===== src/core/dma_addr_gen_pkg.sv =====
// constants and types shared by the dma address generator files
// assumes a 15-bit quadword pointer space (bottom half megabyte of dram)
package dma_addr_gen_pkg;

    // ----------------------------------------------------------------
    // pointer and address layout
    // ----------------------------------------------------------------
    localparam int PTR_W = 15;
    localparam int CPU_ADDR_W = 26;
    localparam int DRAM_ADDR_W = 19;
    localparam logic [PTR_W-1:0] PTR_RESET = 15'h0000;
    localparam logic [PTR_W-1:0] PTR_STEP = 15'h0001;

    // ----------------------------------------------------------------
    // register write decode on the processor address lines
    // ----------------------------------------------------------------
    localparam int MATCH_HI = 25;
    localparam int MATCH_LO = 21;
    localparam logic [4:0] MATCH_CODE = 5'h1B;
    localparam int SEL_HI = 19;
    localparam int SEL_LO = 17;
    localparam int VAL_HI = 16;
    localparam int VAL_LO = 2;
    localparam logic [2:0] SEL_VIDEO_INIT = 3'h0;
    localparam logic [2:0] SEL_VIDEO_START = 3'h1;
    localparam logic [2:0] SEL_VIDEO_END = 3'h2;
    localparam logic [2:0] SEL_CURSOR_INIT = 3'h3;
    localparam logic [2:0] SEL_SOUND_START = 3'h4;
    localparam logic [2:0] SEL_SOUND_END = 3'h5;
    localparam logic [2:0] SEL_SOUND_SWAP = 3'h6;

    // ----------------------------------------------------------------
    // transfer shape and arbitration limits
    // ----------------------------------------------------------------
    localparam logic [1:0] WORD_FIRST = 2'h0;
    localparam logic [1:0] WORD_STEP = 2'h1;
    localparam logic [1:0] WORD_PENULT = 2'h2;
    localparam logic [1:0] WORD_LAST = 2'h3;
    localparam logic [1:0] BYTE_LANE_ZERO = 2'h0;
    localparam logic [1:0] MAX_SEQ = 2'h3;
    localparam logic [4:0] PIN_RESET = 5'h07;

    typedef enum logic [1:0] {KIND_VIDEO, KIND_CURSOR, KIND_SOUND} dma_kind_t;

endpackage : dma_addr_gen_pkg


===== src/core/video_cursor_sound_dma.sv =====
// dma address generator and processor/dma memory arbiter
// assumes one dram word per memAck pulse and processor cycle
// announcements on cpuCycle, all on core_clk; pins are asynchronous
`timescale 1ns/1ps
module video_cursor_sound_dma (
    input wire logic core_clk,
    input wire logic resetn,
    input wire logic [dma_addr_gen_pkg::CPU_ADDR_W-1:0] cpuAddr,
    input wire logic cpuCycle,
    input wire logic cpuMreq,
    input wire logic cpuSeq,
    input wire logic cpuWrite,
    input wire logic cpuSupervisor,
    input wire logic soundDmaEnable,
    input wire logic refreshReq,
    input wire logic ioCycleWanted,
    input wire logic ioWaiting,
    input wire logic memAck,
    input wire logic vc_dma_req_n,
    input wire logic soundDmaReqN,
    input wire logic cursor_select_n,
    input wire logic flyback_in,
    input wire logic ioClk,
    output logic [dma_addr_gen_pkg::DRAM_ADDR_W-1:0] dramAddr,
    output logic dramStrobe,
    output logic dramSeq,
    output logic refreshActive,
    output logic vc_dma_ack_n,
    output logic soundDmaAckN,
    output logic sound_irq_n,
    output logic cpu_bus_drive_en,
    output logic cpuPhi1Hold,
    output logic io_cycle_req_n
);
    typedef enum logic [1:0] {ST_IDLE, ST_DMA, ST_REFRESH} arb_state_t;

    // ----------------------------------------------------------------
    // declarations
    // ----------------------------------------------------------------
    arb_state_t state;
    dma_addr_gen_pkg::dma_kind_t kind;
    dma_addr_gen_pkg::dma_kind_t next_kind;
    logic [4:0] pinSync;
    logic vcReq;
    logic sndReq;
    logic cursorSel;
    logic flyback;
    logic ioClkLow;
    logic vcReqPrev;
    logic flybackPrev;
    logic cursorPick;
    logic [1:0] wordCnt;
    logic [1:0] seqCount;
    logic dmaPending;
    logic procSeqNext;
    logic startOk;
    logic dmaStart;
    logic refreshStart;
    logic dmaDone;
    logic wordTaken;
    logic ioHold;
    logic regWrite;
    logic [2:0] regSel;
    logic [dma_addr_gen_pkg::PTR_W-1:0] regValue;
    logic initOk;
    logic videoInitDue;
    logic [dma_addr_gen_pkg::PTR_W-1:0] video_frame_init_pointer;
    logic [dma_addr_gen_pkg::PTR_W-1:0] video_buffer_start;
    logic [dma_addr_gen_pkg::PTR_W-1:0] video_buffer_end;
    logic [dma_addr_gen_pkg::PTR_W-1:0] cursor_buffer_init;
    logic [dma_addr_gen_pkg::PTR_W-1:0] videoPtr;
    logic [dma_addr_gen_pkg::PTR_W-1:0] cursorPtr;
    logic [dma_addr_gen_pkg::PTR_W-1:0] soundPtr;
    logic [dma_addr_gen_pkg::PTR_W-1:0] next_ptr;
    logic soundNextValid;

    // ----------------------------------------------------------------
    // pin synchronisers
    // ----------------------------------------------------------------
    sync_2ff #(
        .WIDTH(5),
        .RESET_VAL(dma_addr_gen_pkg::PIN_RESET)
    ) u_pin_sync (
        .clk(core_clk),
        .resetn(resetn),
        .asyncIn({ioClk, flyback_in, cursor_select_n, soundDmaReqN,
                  vc_dma_req_n}),
        .syncOut(pinSync)
    );

    // synchronised pin levels
    assign vcReq = ~pinSync[0];
    assign sndReq = ~pinSync[1] & soundDmaEnable;
    assign cursorSel = ~pinSync[2];
    assign flyback = pinSync[3];
    assign ioClkLow = ~pinSync[4];

    // previous levels for edge detection
    always_ff @(posedge core_clk or negedge resetn) begin
        if (!resetn) begin
            vcReqPrev <= 1'b0;
            flybackPrev <= 1'b0;
        end else begin
            vcReqPrev <= vcReq;
            flybackPrev <= flyback;
        end
    end

    // ----------------------------------------------------------------
    // register write decode
    // ----------------------------------------------------------------
    assign regSel =
        cpuAddr[dma_addr_gen_pkg::SEL_HI:dma_addr_gen_pkg::SEL_LO];
    assign regValue =
        cpuAddr[dma_addr_gen_pkg::VAL_HI:dma_addr_gen_pkg::VAL_LO];

    // taken only from an idle arbiter, supervisor mode, matching pattern
    assign regWrite = (state == ST_IDLE) & cpuCycle & cpuMreq & cpuWrite
        & cpuSupervisor
        & (cpuAddr[dma_addr_gen_pkg::MATCH_HI:dma_addr_gen_pkg::MATCH_LO]
           == dma_addr_gen_pkg::MATCH_CODE);

    // video and cursor setup registers
    always_ff @(posedge core_clk or negedge resetn) begin
        if (!resetn) begin
            video_frame_init_pointer <= dma_addr_gen_pkg::PTR_RESET;
            video_buffer_start <= dma_addr_gen_pkg::PTR_RESET;
            video_buffer_end <= dma_addr_gen_pkg::PTR_RESET;
            cursor_buffer_init <= dma_addr_gen_pkg::PTR_RESET;
        end else if (regWrite) begin
            unique case (regSel)
                dma_addr_gen_pkg::SEL_VIDEO_INIT: begin
                    video_frame_init_pointer <= regValue;
                end
                dma_addr_gen_pkg::SEL_VIDEO_START: begin
                    video_buffer_start <= regValue;
                end
                dma_addr_gen_pkg::SEL_VIDEO_END: begin
                    video_buffer_end <= regValue;
                end
                dma_addr_gen_pkg::SEL_CURSOR_INIT: begin
                    cursor_buffer_init <= regValue;
                end
                default: begin
                end
            endcase
        end
    end

    // ----------------------------------------------------------------
    // sound buffer pointer
    // ----------------------------------------------------------------
    sound_buffer_ctrl u_sound (
        .clk(core_clk),
        .resetn(resetn),
        .wrNextStart(regWrite & (regSel == dma_addr_gen_pkg::SEL_SOUND_START)),
        .wrNextEnd(regWrite & (regSel == dma_addr_gen_pkg::SEL_SOUND_END)),
        .wrSwap(regWrite & (regSel == dma_addr_gen_pkg::SEL_SOUND_SWAP)),
        .wrValue(regValue),
        .advance(dmaDone & (kind == dma_addr_gen_pkg::KIND_SOUND)),
        .soundPtr(soundPtr),
        .nextValid(soundNextValid),
        .sound_irq_n(sound_irq_n)
    );

    // ----------------------------------------------------------------
    // request selection and arbitration terms
    // ----------------------------------------------------------------
    assign dmaPending = vcReq | sndReq;
    assign wordTaken = (state == ST_DMA) & memAck;
    assign dmaDone = wordTaken & (wordCnt == dma_addr_gen_pkg::WORD_LAST);

    // processor keeps the bus for a sequential access below the limit
    assign procSeqNext = cpuCycle & cpuMreq & cpuSeq
        & (seqCount != dma_addr_gen_pkg::MAX_SEQ);

    // a suspended i/o cycle must first be withdrawn
    assign startOk = ioHold
        | (cpuCycle & ~procSeqNext & ~ioWaiting & ~regWrite);
    assign dmaStart = (state == ST_IDLE) & dmaPending & startOk;
    assign refreshStart = (state == ST_IDLE) & ~dmaPending & refreshReq
        & startOk;

    // video/cursor first; select at the request edge, else the latch
    always_comb begin
        next_kind = dma_addr_gen_pkg::KIND_SOUND;
        if (vcReq) begin
            next_kind = (~vcReqPrev ? cursorSel : cursorPick)
                ? dma_addr_gen_pkg::KIND_CURSOR
                : dma_addr_gen_pkg::KIND_VIDEO;
        end
    end

    // select latch: request edge, or penultimate ack of a video or cursor fetch
    always_ff @(posedge core_clk or negedge resetn) begin
        if (!resetn) begin
            cursorPick <= 1'b0;
        end else if (vcReq & ~vcReqPrev) begin
            cursorPick <= cursorSel;
        end else if (wordTaken & (kind != dma_addr_gen_pkg::KIND_SOUND)
                     & (wordCnt == dma_addr_gen_pkg::WORD_PENULT)) begin
            cursorPick <= cursorSel;
        end
    end

    // consecutive processor sequential cycle count
    always_ff @(posedge core_clk or negedge resetn) begin
        if (!resetn) begin
            seqCount <= 2'h0;
        end else if (state != ST_IDLE || dmaStart || refreshStart) begin
            seqCount <= 2'h0;
        end else if (cpuCycle) begin
            if (cpuMreq & cpuSeq & (seqCount != dma_addr_gen_pkg::MAX_SEQ))
            begin
                seqCount <= seqCount + dma_addr_gen_pkg::WORD_STEP;
            end else begin
                seqCount <= 2'h0;
            end
        end
    end

    // ----------------------------------------------------------------
    // memory cycle sequencer
    // ----------------------------------------------------------------
    always_comb begin
        unique case (next_kind)
            dma_addr_gen_pkg::KIND_VIDEO: next_ptr = videoPtr;
            dma_addr_gen_pkg::KIND_CURSOR: next_ptr = cursorPtr;
            default: next_ptr = soundPtr;
        endcase
    end

    // dma: one nonsequential word then three sequential ones; refresh: a single word
    always_ff @(posedge core_clk or negedge resetn) begin
        if (!resetn) begin
            state <= ST_IDLE;
            kind <= dma_addr_gen_pkg::KIND_VIDEO;
            wordCnt <= dma_addr_gen_pkg::WORD_FIRST;
            dramAddr <= '0;
            dramStrobe <= 1'b0;
            dramSeq <= 1'b0;
            refreshActive <= 1'b0;
        end else begin
            unique case (state)
                ST_IDLE: begin
                    if (dmaStart) begin
                        state <= ST_DMA;
                        kind <= next_kind;
                        wordCnt <= dma_addr_gen_pkg::WORD_FIRST;
                        dramAddr <= {next_ptr, dma_addr_gen_pkg::WORD_FIRST,
                                     dma_addr_gen_pkg::BYTE_LANE_ZERO};
                        dramStrobe <= 1'b1;
                        dramSeq <= 1'b0;
                    end else if (refreshStart) begin
                        state <= ST_REFRESH;
                        dramAddr <= {videoPtr, dma_addr_gen_pkg::WORD_FIRST,
                                     dma_addr_gen_pkg::BYTE_LANE_ZERO};
                        dramStrobe <= 1'b1;
                        dramSeq <= 1'b0;
                        refreshActive <= 1'b1;
                    end
                end
                ST_DMA: begin
                    if (dmaDone) begin
                        state <= ST_IDLE;
                        dramStrobe <= 1'b0;
                        dramSeq <= 1'b0;
                    end else if (memAck) begin
                        wordCnt <= wordCnt + dma_addr_gen_pkg::WORD_STEP;
                        dramAddr <= {
                            dramAddr[dma_addr_gen_pkg::DRAM_ADDR_W-1:4],
                            wordCnt + dma_addr_gen_pkg::WORD_STEP,
                            dma_addr_gen_pkg::BYTE_LANE_ZERO};
                        dramSeq <= 1'b1;
                    end
                end
                ST_REFRESH: begin
                    if (memAck) begin
                        state <= ST_IDLE;
                        dramStrobe <= 1'b0;
                        refreshActive <= 1'b0;
                    end
                end
            endcase
        end
    end

    // per-word acknowledge strobes, low for one cycle
    always_ff @(posedge core_clk or negedge resetn) begin
        if (!resetn) begin
            vc_dma_ack_n <= 1'b1;
            soundDmaAckN <= 1'b1;
        end else begin
            vc_dma_ack_n <= ~(wordTaken
                & (kind != dma_addr_gen_pkg::KIND_SOUND));
            soundDmaAckN <= ~(wordTaken
                & (kind == dma_addr_gen_pkg::KIND_SOUND));
        end
    end

    // ----------------------------------------------------------------
    // flyback initialisation windows
    // ----------------------------------------------------------------
    assign initOk = (state == ST_IDLE) & ~dmaPending & ~refreshReq
        & cpuCycle & cpuMreq & ~cpuSeq & ~regWrite;

    // video init owed from flyback fall until it is carried out
    always_ff @(posedge core_clk or negedge resetn) begin
        if (!resetn) begin
            videoInitDue <= 1'b0;
        end else if (flybackPrev & ~flyback) begin
            videoInitDue <= 1'b1;
        end else if (initOk) begin
            videoInitDue <= 1'b0;
        end
    end

    // video pointer: frame init, refresh step, circular fetch step
    always_ff @(posedge core_clk or negedge resetn) begin
        if (!resetn) begin
            videoPtr <= dma_addr_gen_pkg::PTR_RESET;
        end else if (initOk & videoInitDue) begin
            videoPtr <= video_frame_init_pointer;
        end else if ((state == ST_REFRESH) & memAck) begin
            videoPtr <= videoPtr + dma_addr_gen_pkg::PTR_STEP;
        end else if (dmaDone & (kind == dma_addr_gen_pkg::KIND_VIDEO)) begin
            if (videoPtr == video_buffer_end) begin
                videoPtr <= video_buffer_start;
            end else begin
                videoPtr <= videoPtr + dma_addr_gen_pkg::PTR_STEP;
            end
        end
    end

    // cursor pointer: init during flyback, linear fetch step
    always_ff @(posedge core_clk or negedge resetn) begin
        if (!resetn) begin
            cursorPtr <= dma_addr_gen_pkg::PTR_RESET;
        end else if (initOk & flyback) begin
            cursorPtr <= cursor_buffer_init;
        end else if (dmaDone & (kind == dma_addr_gen_pkg::KIND_CURSOR)) begin
            cursorPtr <= cursorPtr + dma_addr_gen_pkg::PTR_STEP;
        end
    end

    // ----------------------------------------------------------------
    // processor bus control
    // ----------------------------------------------------------------
    // i/o cycle is withdrawn at a low i/o clock and resumed after dma
    always_ff @(posedge core_clk or negedge resetn) begin
        if (!resetn) begin
            ioHold <= 1'b0;
        end else if (~ioHold & ioWaiting & dmaPending & ioClkLow
                     & (state == ST_IDLE)) begin
            ioHold <= 1'b1;
        end else if (dmaDone) begin
            ioHold <= 1'b0;
        end
    end

    // bus drivers off for dma or i/o hold, phase-one held while memory is busy
    always_ff @(posedge core_clk or negedge resetn) begin
        if (!resetn) begin
            cpu_bus_drive_en <= 1'b1;
            cpuPhi1Hold <= 1'b0;
            io_cycle_req_n <= 1'b1;
        end else begin
            cpu_bus_drive_en <= ~(dmaStart | ioHold
                | ((state == ST_DMA) & ~dmaDone));
            cpuPhi1Hold <= cpuMreq & (dmaStart | refreshStart
                | ((state != ST_IDLE) & ~(dmaDone
                | ((state == ST_REFRESH) & memAck))));
            io_cycle_req_n <= ~(ioCycleWanted & ~ioHold);
        end
    end

endmodule : video_cursor_sound_dma


===== src/core/sync_2ff.sv =====
// two flip-flop synchroniser for a group of asynchronous pins
// assumes each bit is independent; no bus coherency is given
`timescale 1ns/1ps
module sync_2ff #(
    parameter int WIDTH = 1,
    parameter logic [WIDTH-1:0] RESET_VAL = '0
) (
    input wire logic clk,
    input wire logic resetn,
    input wire logic [WIDTH-1:0] asyncIn,
    output logic [WIDTH-1:0] syncOut
);
    logic [WIDTH-1:0] stage1;

    // first stage feeds only the second stage
    always_ff @(posedge clk or negedge resetn) begin
        if (!resetn) begin
            stage1 <= RESET_VAL;
            syncOut <= RESET_VAL;
        end else begin
            stage1 <= asyncIn;
            syncOut <= stage1;
        end
    end
endmodule : sync_2ff


===== src/core/sound_buffer_ctrl.sv =====
// double-buffered sound pointer with next-buffer valid flag and interrupt
// assumes write strobes and advance are one-cycle pulses on the same clock
`timescale 1ns/1ps
module sound_buffer_ctrl (
    input wire logic clk,
    input wire logic resetn,
    input wire logic wrNextStart,
    input wire logic wrNextEnd,
    input wire logic wrSwap,
    input wire logic [dma_addr_gen_pkg::PTR_W-1:0] wrValue,
    input wire logic advance,
    output logic [dma_addr_gen_pkg::PTR_W-1:0] soundPtr,
    output logic nextValid,
    output logic sound_irq_n
);
    logic [dma_addr_gen_pkg::PTR_W-1:0] nextStart;
    logic [dma_addr_gen_pkg::PTR_W-1:0] nextEnd;
    logic [dma_addr_gen_pkg::PTR_W-1:0] sound_current_buffer_end;
    logic atEnd;
    logic doSwap;

    // ----------------------------------------------------------------
    // swap decision
    // ----------------------------------------------------------------
    assign atEnd = (soundPtr == sound_current_buffer_end);
    assign doSwap = wrSwap | (advance & atEnd & nextValid);

    // pointer: linear step, swap to next start, or fall back to it
    always_ff @(posedge clk or negedge resetn) begin
        if (!resetn) begin
            soundPtr <= dma_addr_gen_pkg::PTR_RESET;
        end else if (wrSwap) begin
            soundPtr <= nextStart;
        end else if (advance) begin
            if (atEnd) begin
                soundPtr <= nextStart;
            end else begin
                soundPtr <= soundPtr + dma_addr_gen_pkg::PTR_STEP;
            end
        end
    end

    // next start register
    always_ff @(posedge clk or negedge resetn) begin
        if (!resetn) begin
            nextStart <= dma_addr_gen_pkg::PTR_RESET;
        end else if (wrNextStart) begin
            nextStart <= wrValue;
        end
    end

    // end registers exchange on a swap; an end write in the same cycle loads nextEnd instead
    always_ff @(posedge clk or negedge resetn) begin
        if (!resetn) begin
            nextEnd <= dma_addr_gen_pkg::PTR_RESET;
            sound_current_buffer_end <= dma_addr_gen_pkg::PTR_RESET;
        end else if (doSwap) begin
            nextEnd <= wrNextEnd ? wrValue : sound_current_buffer_end;
            sound_current_buffer_end <= nextEnd;
        end else if (wrNextEnd) begin
            nextEnd <= wrValue;
        end
    end

    // valid flag and interrupt: a start write wins over a swap
    always_ff @(posedge clk or negedge resetn) begin
        if (!resetn) begin
            nextValid <= 1'b0;
            sound_irq_n <= 1'b0;
        end else if (wrNextStart) begin
            nextValid <= 1'b1;
            sound_irq_n <= 1'b1;
        end else if (doSwap) begin
            nextValid <= 1'b0;
            sound_irq_n <= 1'b0;
        end
    end
endmodule : sound_buffer_ctrl


===== config.mk =====
export PLATFORM = sky130hd
export DESIGN_NAME = video_cursor_sound_dma
export DESIGN_NICKNAME = d
export VERILOG_FILES = /design/src/core/dma_addr_gen_pkg.sv /design/src/core/video_cursor_sound_dma.sv /design/src/core/sync_2ff.sv /design/src/core/sound_buffer_ctrl.sv
export SDC_FILE = /design/constraint.sdc
export NUM_CORES = 1
export LEC_CHECK = 0
export BUFFER_PORTS_ARGS = -buffer_cell sky130_fd_sc_hd__buf_2
export CAP_MARGIN = 30
export CORE_MARGIN = 4
export CORE_UTILIZATION = 45
export DETAILED_ROUTE_END_ITERATION = 12
export MAX_ROUTING_LAYER = met4
export PLACE_DENSITY = 0.7
export SKIP_CTS_REPAIR_TIMING = 1
export SLEW_MARGIN = 10
export SYNTH_ARGS = -nofsm -noshare
export SYNTH_HDL_FRONTEND = slang
export SYNTH_HIERARCHICAL = 1
export SYNTH_SLANG_ARGS = --single-unit

===== constraint.sdc =====
create_clock -name core_clk -period 7 [get_ports core_clk]
set_clock_uncertainty 0.05 [all_clocks]
set_input_delay 0 -clock core_clk [delete_from_list [all_inputs] [get_ports core_clk]]
set_output_delay 0 -clock core_clk [all_outputs]
set_load 0.005 [all_outputs]

# Yosys cells after proc, flatten, opt, wreduce, memory -nomap -nowiden
# Index checks and enable logic that the tools add are counted.
# Widths: inputs -> output; s select.
# totals
reg_bits	201
word_cells	224
output_inout_bits	28
input_bits	43
# op_classes
muxes	52
eq_ne	27
n_bitwise	78
reduce_logical	30
addsub	5
# op_table
cell	count
$mux 15	12
$and 1x1->1	50
$add 15x1->15 const B	3
$mux 19	2
$pmux 19 s2	1
$eq 15x15->1	2
$pmux 15 s2	1
$reduce_bool 2->1	12
$mux 2	11
$not 1->1	20
$mux 1	18
$ne 2x2->1 const B	9
$reduce_and 4->1	3
$reduce_and 2->1	5
$eq 3x3->1 const B	3
$reduce_and 3->1	3
$eq 2x2->1 const B	4
$mux 4	2
$or 1x1->1	8
$eq 2x1->1 const B	3
$eq 3x2->1 const B	2
$logic_not 2->1	3
$ne 3x3->1 const B	2
$pmux 2 s3	1
9 further kinds	12

# Longest topological paths before layout
# depth
depth_word	13
depth_mapped	11
depth_no_buf	9

# Cells and area by module
# The synthesis kept the hierarchy.
# modules_own_cells
module	area_each_um2	n_inst	seq_area_each_um2	cells_per_inst
video_cursor_sound_dma	6561.3	1	3208.1	608
sound_buffer_ctrl	3465.8	1	1526.5	349
sync_2ff	257.7	1	257.7	10

# Worst setup path after synthesis
# Ideal clock, no wire load.
# synth_path
kind	reg-to-reg
start	register state[0]
end	register u_sound/soundPtr[3] (netlist name)
setup_slack_ns	4.527
setup_ns	0.094
n_path_buf	3
t_required_ns	6.856
arrival_time_ns	2.329
synth_period_minus_slack_ns	2.473
path_stages_with_launch	11
cell_sequence	dfrtp_1 inv_1 ha_1 and3_1 nand4_1 nor3b_1 clkbuf_1 clkbuf_1 clkbuf_1 nor2_1 a211oi_1
# synth_between
elab_chain_len	8
elab_cells_between_ends	13
classes_between	eq/ne: 1; mux: 1; bitwise: 9; reduce/logical: 2
# synth_rtl
item	line	source
start, declared	video_cursor_sound_dma.sv:40	arb_state_t state;
start signal, assigned	video_cursor_sound_dma.sv:236	state <= ST_IDLE;
start signal, assigned	video_cursor_sound_dma.sv:247	state <= ST_DMA;
start signal, assigned	video_cursor_sound_dma.sv:255	state <= ST_REFRESH;
$logic_not 2->1	video_cursor_sound_dma.sv:118	assign regWrite = (state == ST_IDLE) & cpuCycle & cpuMreq & cpuWrite
$and 1x1->1 (3 in series)	video_cursor_sound_dma.sv:118	
$and 1x1->1	video_cursor_sound_dma.sv:119	& cpuSupervisor
$and 1x1->1	video_cursor_sound_dma.sv:120	& (cpuAddr[dma_addr_gen_pkg::MATCH_HI:dma_addr_gen_pkg::MATCH_LO]
$and 1x1->1	video_cursor_sound_dma.sv:158	.wrSwap(regWrite & (regSel == dma_addr_gen_pkg::SEL_SOUND_SWAP)),
$mux 15 / $reduce_bool 2->1 (equally long branches)	-	
end signal, assigned	sound_buffer_ctrl.sv:31	soundPtr <= dma_addr_gen_pkg::PTR_RESET;
end signal, assigned	sound_buffer_ctrl.sv:33	soundPtr <= nextStart;
end signal, assigned	sound_buffer_ctrl.sv:36	soundPtr <= nextStart;
end, declared	sound_buffer_ctrl.sv:12	output logic [dma_addr_gen_pkg::PTR_W-1:0] soundPtr,
# Several ways; a longest one is shown, not always the timed one.
# A chain may end at the register's enable or synchronous reset.

# Final worst setup path
# layout_path
start	register state[1]
end	register u_sound/sound_current_buffer_end[5] (netlist name)
# layout_between
elab_chain_len	8
elab_cells_between_ends	14
classes_between	eq/ne: 1; bitwise: 12; reduce/logical: 1
# layout_rtl
item	line	source
$logic_not 2->1	video_cursor_sound_dma.sv:118	
$and 1x1->1 (3 in series)	video_cursor_sound_dma.sv:118	
$and 1x1->1	video_cursor_sound_dma.sv:119	
$and 1x1->1	video_cursor_sound_dma.sv:120	
$and 1x1->1	video_cursor_sound_dma.sv:158	
$or 1x1->1 (*)	sound_buffer_ctrl.sv:26	assign doSwap = wrSwap | (advance & atEnd & nextValid);
end signal, assigned	sound_buffer_ctrl.sv:56	sound_current_buffer_end <= dma_addr_gen_pkg::PTR_RESET;
end signal, assigned	sound_buffer_ctrl.sv:59	sound_current_buffer_end <= nextEnd;
end, declared	sound_buffer_ctrl.sv:18	logic [dma_addr_gen_pkg::PTR_W-1:0] sound_current_buffer_end;
# Mark *: on every way between the ends. The rest lies on a longest branch, timed or not.

==> run summary <==
The run finished with clean final reports. Routability-driven placement finished with a final weighted congestion of 0.851. The netlist uses 74 different library cells. The number of antenna violations at the first check in global routing came out at 1.

The most numerous cell type found on the critical path is sky130_fd_sc_hd__and4_1. Among all stages on the critical path, the largest delay is contributed by sky130_fd_sc_hd__and4_1. For this run, design rule violations remaining after detail routing come to 0. The routed wirelength normalized by instance count works out to 19.9 µm. Across the run, the number of max-cap violations was 0.

The most used flip-flop cell after synthesis is sky130_fd_sc_hd__dfrtp_1. The logs give 71 for the total I/O pin count and 0 for the sum of overflow across all layers after global routing. Traced cell by cell, the critical path runs through inv_1 -> ha_1 -> nand3_1 -> nor2_1 -> buf_4 -> and4_1 -> and4_1 -> a21oi_4 -> mux2_4. Power spread over the standard cell area amounts to 285 nW/µm². The total CTS buffers came out at 17. The setup check on the worst reg-to-reg path leaves a slack of 3.15 ns. The logs give 25300 µm² for the area of the die and 17700 µm for the post-detailed-placement half-perimeter wirelength. The finished layout holds 1334 standard cells, fillers aside. The post-synthesis async set-or-reset flop share came out at 1.00. Data arrives at the worst endpoint at 4.13 ns.

Counting cells, the worst reg-to-reg path comes to 9. By area the synthesized netlist is led by sky130_fd_sc_hd__dfrtp_1, sky130_fd_sc_hd__mux2_2, sky130_fd_sc_hd__nand2_1. The category of the most critical setup path was reg -> reg. The number of enable flip-flop cells after synthesis was 0; the hold violation count in the final report was 0. Clock-pin slew was measured on the worst setup and hold paths at 0.08 ns. Synthesis produced a netlist whose cell count is 967.

For the net total in the final layout, the log shows 1087. After synthesis, the mean cell area works out to 10.6 µm². Summed over all layers, the routed wires come to 26500 µm. The final worst slack was 3.15 ns.

The path class of the tightest hold or removal check is in -> reg. At the pin with the least slew margin, the transition time is 0.981 ns. The cell taking the most area after synthesis is sky130_fd_sc_hd__dfrtp_1. The tools report the critical path endpoint category as a flip-flop. The clock net sink count is 199. The initial standard-cell utilization of the core was 0.456; the netlist area before placement was 10300 µm². In this design, the largest share of critical-path delay is due to simple AND/OR/NAND/NOR gates. The clock reaches the later pin of the worst-skew pair after 0.45 ns. The initialized floorplan defines 55 standard-cell rows. Counting I/O delays and the setup requirement, the final critical path takes 3.85 ns. The worst register-to-register path ends at u_sound/sound_current_buffer_end[5]. The run gives 125 as the maximum number of pins on one net before global-route repair. The CTS H-tree depth was 4.

The number of endpoints failing setup at the final stage was 0; the area inside the core boundary was 22600 µm². The logs give 6 for the number of warnings issued by yosys and 0.0168 ns for the worst hold margin. The worst hold path begins at soundDmaEnable. Portion of synthesized cell area occupied by the leading cell type: 0.460. The first routing iteration left 876 violations. The layout has 1980 filler cells. For the total negative setup slack, the log shows 0 ns. Measured along the x axis, the die boundary spans 159 µm. Max-slew violation count: 0. Before antenna repair, the detailed router went through 5 iterations.

The path with the worst hold slack has its endpoint at ioHold. Overall global routing resource usage: 0.218. In this run the remaining antenna-violating nets after routing total 0. STA classifies the critical path startpoint as a flip-flop. The worst slew margin relative to its limit was 0.344.

The post-route clock period utilization came out at 0.550. Maximum fanout along the worst path: 19. The root buffer cell chosen for the clock tree is sky130_fd_sc_hd__clkbuf_16. The number of buffers on the longest clock path is 2, and the sequential fraction of the synthesis area is 0.485. TritonCTS built the clock tree.

Counting both buffers and inverters, the worst setup path holds a total of 2. Once placement completed, the tool counted placed cells totaling 1270. In this run the vertical extent of the chip is 159 µm. The worst stage delay on the critical path works out to 0.79 ns. At the worst endpoint, the required time is 7.28 ns. The worst hold path passes through 5 cells. Synthesis inferred 199 register bits. Input and output buffers added on the ports amount to 65.

Static leakage: 0.00544 µW. The share of final-layout standard cells stronger than drive strength 1 is 0.223, and the highest achievable clock rate is 260 MHz. The startpoint of the worst register-to-register path was state[1]. The first-pass GRT wire length was 43200 µm.

Setup repair after global routing left no endpoint under its margin. For the via count of the first global-routing pass, the log shows 7744. Across all layers, the routed design uses 7817 vias. Relative to the synthesized area, the layout overhead comes to 13.8%. After detailed routing, the number of vias per cell comes to 5.86.

OpenSTA, run right after detailed placement, puts the worst setup slack at 3.22 ns. The maximum resistive drop on vdd was 0.135 mV.
-- per-stage QoR --
step / total power (µW) / util / cell area [µm²]
2_1_floorplan: 2040 / - / 10300
3_3_place_gp: 2280 / 0.476 / 10700
3_5_place_dp: 2310 / 0.477 / 10800
4_1_cts: 3330 / 0.504 / 11400
5_1_grt: 3520 / 0.519 / 11700
6_report: 3340 / 0.519 / 11700
-- sequential cells by signal (all words and copies together), names as in the netlist, 15 cells and up --
register	cells
u_sound/soundPtr	15
cursor_buffer_init	15
dramAddr	17
video_buffer_start	15
video_buffer_end	15
u_sound/nextStart	15
video_frame_init_pointer	15
u_sound/sound_current_buffer_end	15
cursorPtr	15
u_sound/nextEnd	15
videoPtr	15
-- how the worst max path moves through the flow --
stage	startpoint	end	slack [ns]	cells after the start
after floorplan	state[0]	u_sound/soundPtr[3]	4.53	10
after global placement	state[1]	u_sound/sound_current_buffer_end[7]	3.25	9
after detailed placement	state[1]	u_sound/sound_current_buffer_end[12]	3.22	9
after CTS	state[1]	u_sound/sound_current_buffer_end[5]	3.20	9
after global routing	state[1]	u_sound/sound_current_buffer_end[5]	2.93	9
final	state[1]	u_sound/sound_current_buffer_end[5]	3.15	9
-- placed cells by master, fill, tap and decap left out, drive strengths merged, types with 23 or more instances in the layout --
| cell | n |
|---|---|
| mux2 | 93 |
| inv | 36 |
| buf | 76 |
| dlygate4sd3 | 29 |
| a21oi | 40 |
| o21ai | 63 |
| nand2b | 23 |
| dfrtp | 189 |
| nand2 | 83 |
| nor2 | 59 |
| nand3 | 35 |
| xnor2 | 33 |
-- per-layer routing --
metal / routed length [µm] / part of all wire / track usage
met2: 12600 / 0.48 / 0.333
met5: 0 / 0 / -
met1: 11900 / 0.45 / 0.306
met3: 1490 / 0.056 / 0.0298
met4: 488 / 0.018 / 0.0655
-- cells by family after synthesis --
kind of cell / Yosys count / share of synthesized area
AOI/OAI and AO/OA: 204 / 0.134
muxes: 113 / 0.125
adders and majority gates: 9 / 0.0109
DFF: 199 / 0.485
other: 1 / 0.000365
and+or+nand+nor: 298 / 0.155
buffers and inverters: 89 / 0.0421
xor gates and xnor gates: 54 / 0.0478
-- layout make-up --
| type | count | area, µm² | share of cell area |
|---|---|---|---|
| multi-input cells | 680 | 4880 | 0.417 |
| clock buffers | 17 | 425 | 0.0363 |
| inverters | 31 | 116 | 0.00994 |
| repair buffers | 106 | 747 | 0.0638 |
| diodes | 1 | 2.50 | 0.000214 |
| clock inverters | 15 | 188 | 0.0160 |
| well taps | 285 | 357 | 0.0305 |
| flip-flops and latches | 199 | 4990 | 0.426 |
-- tightest hold or removal path, delay by kind of cell --
family | cells | cell delay, ns
buffers and inverters | 1 | 0.09
AO/OA/AOI/OAI | 1 | 0.07
AND/OR/NAND/NOR | 3 | 0.31
-- cells in the mapped netlist (18+ instances only) --
master and count:
sky130_fd_sc_hd__a211oi_1 20, sky130_fd_sc_hd__a21oi_1 39, sky130_fd_sc_hd__and3_1 18, sky130_fd_sc_hd__clkbuf_1 27, sky130_fd_sc_hd__dfrtp_1 189, sky130_fd_sc_hd__inv_1 28
sky130_fd_sc_hd__mux2_2 84, sky130_fd_sc_hd__mux2i_1 20, sky130_fd_sc_hd__nand2_1 83, sky130_fd_sc_hd__nand2b_1 23, sky130_fd_sc_hd__nand3_1 35, sky130_fd_sc_hd__nor2_1 58
sky130_fd_sc_hd__nor3_1 19, sky130_fd_sc_hd__o21ai_0 61, sky130_fd_sc_hd__xnor2_1 32, sky130_fd_sc_hd__xor2_1 21
-- where the power goes --
group	leakage [µW]	internal, µW	switching (µW)
combinational	0.00261	356	449
clock	0.000295	543	480
sequential	0.00254	1310	199
total	0.00544	2210	1130
Power figures use the tool's default switching activity.
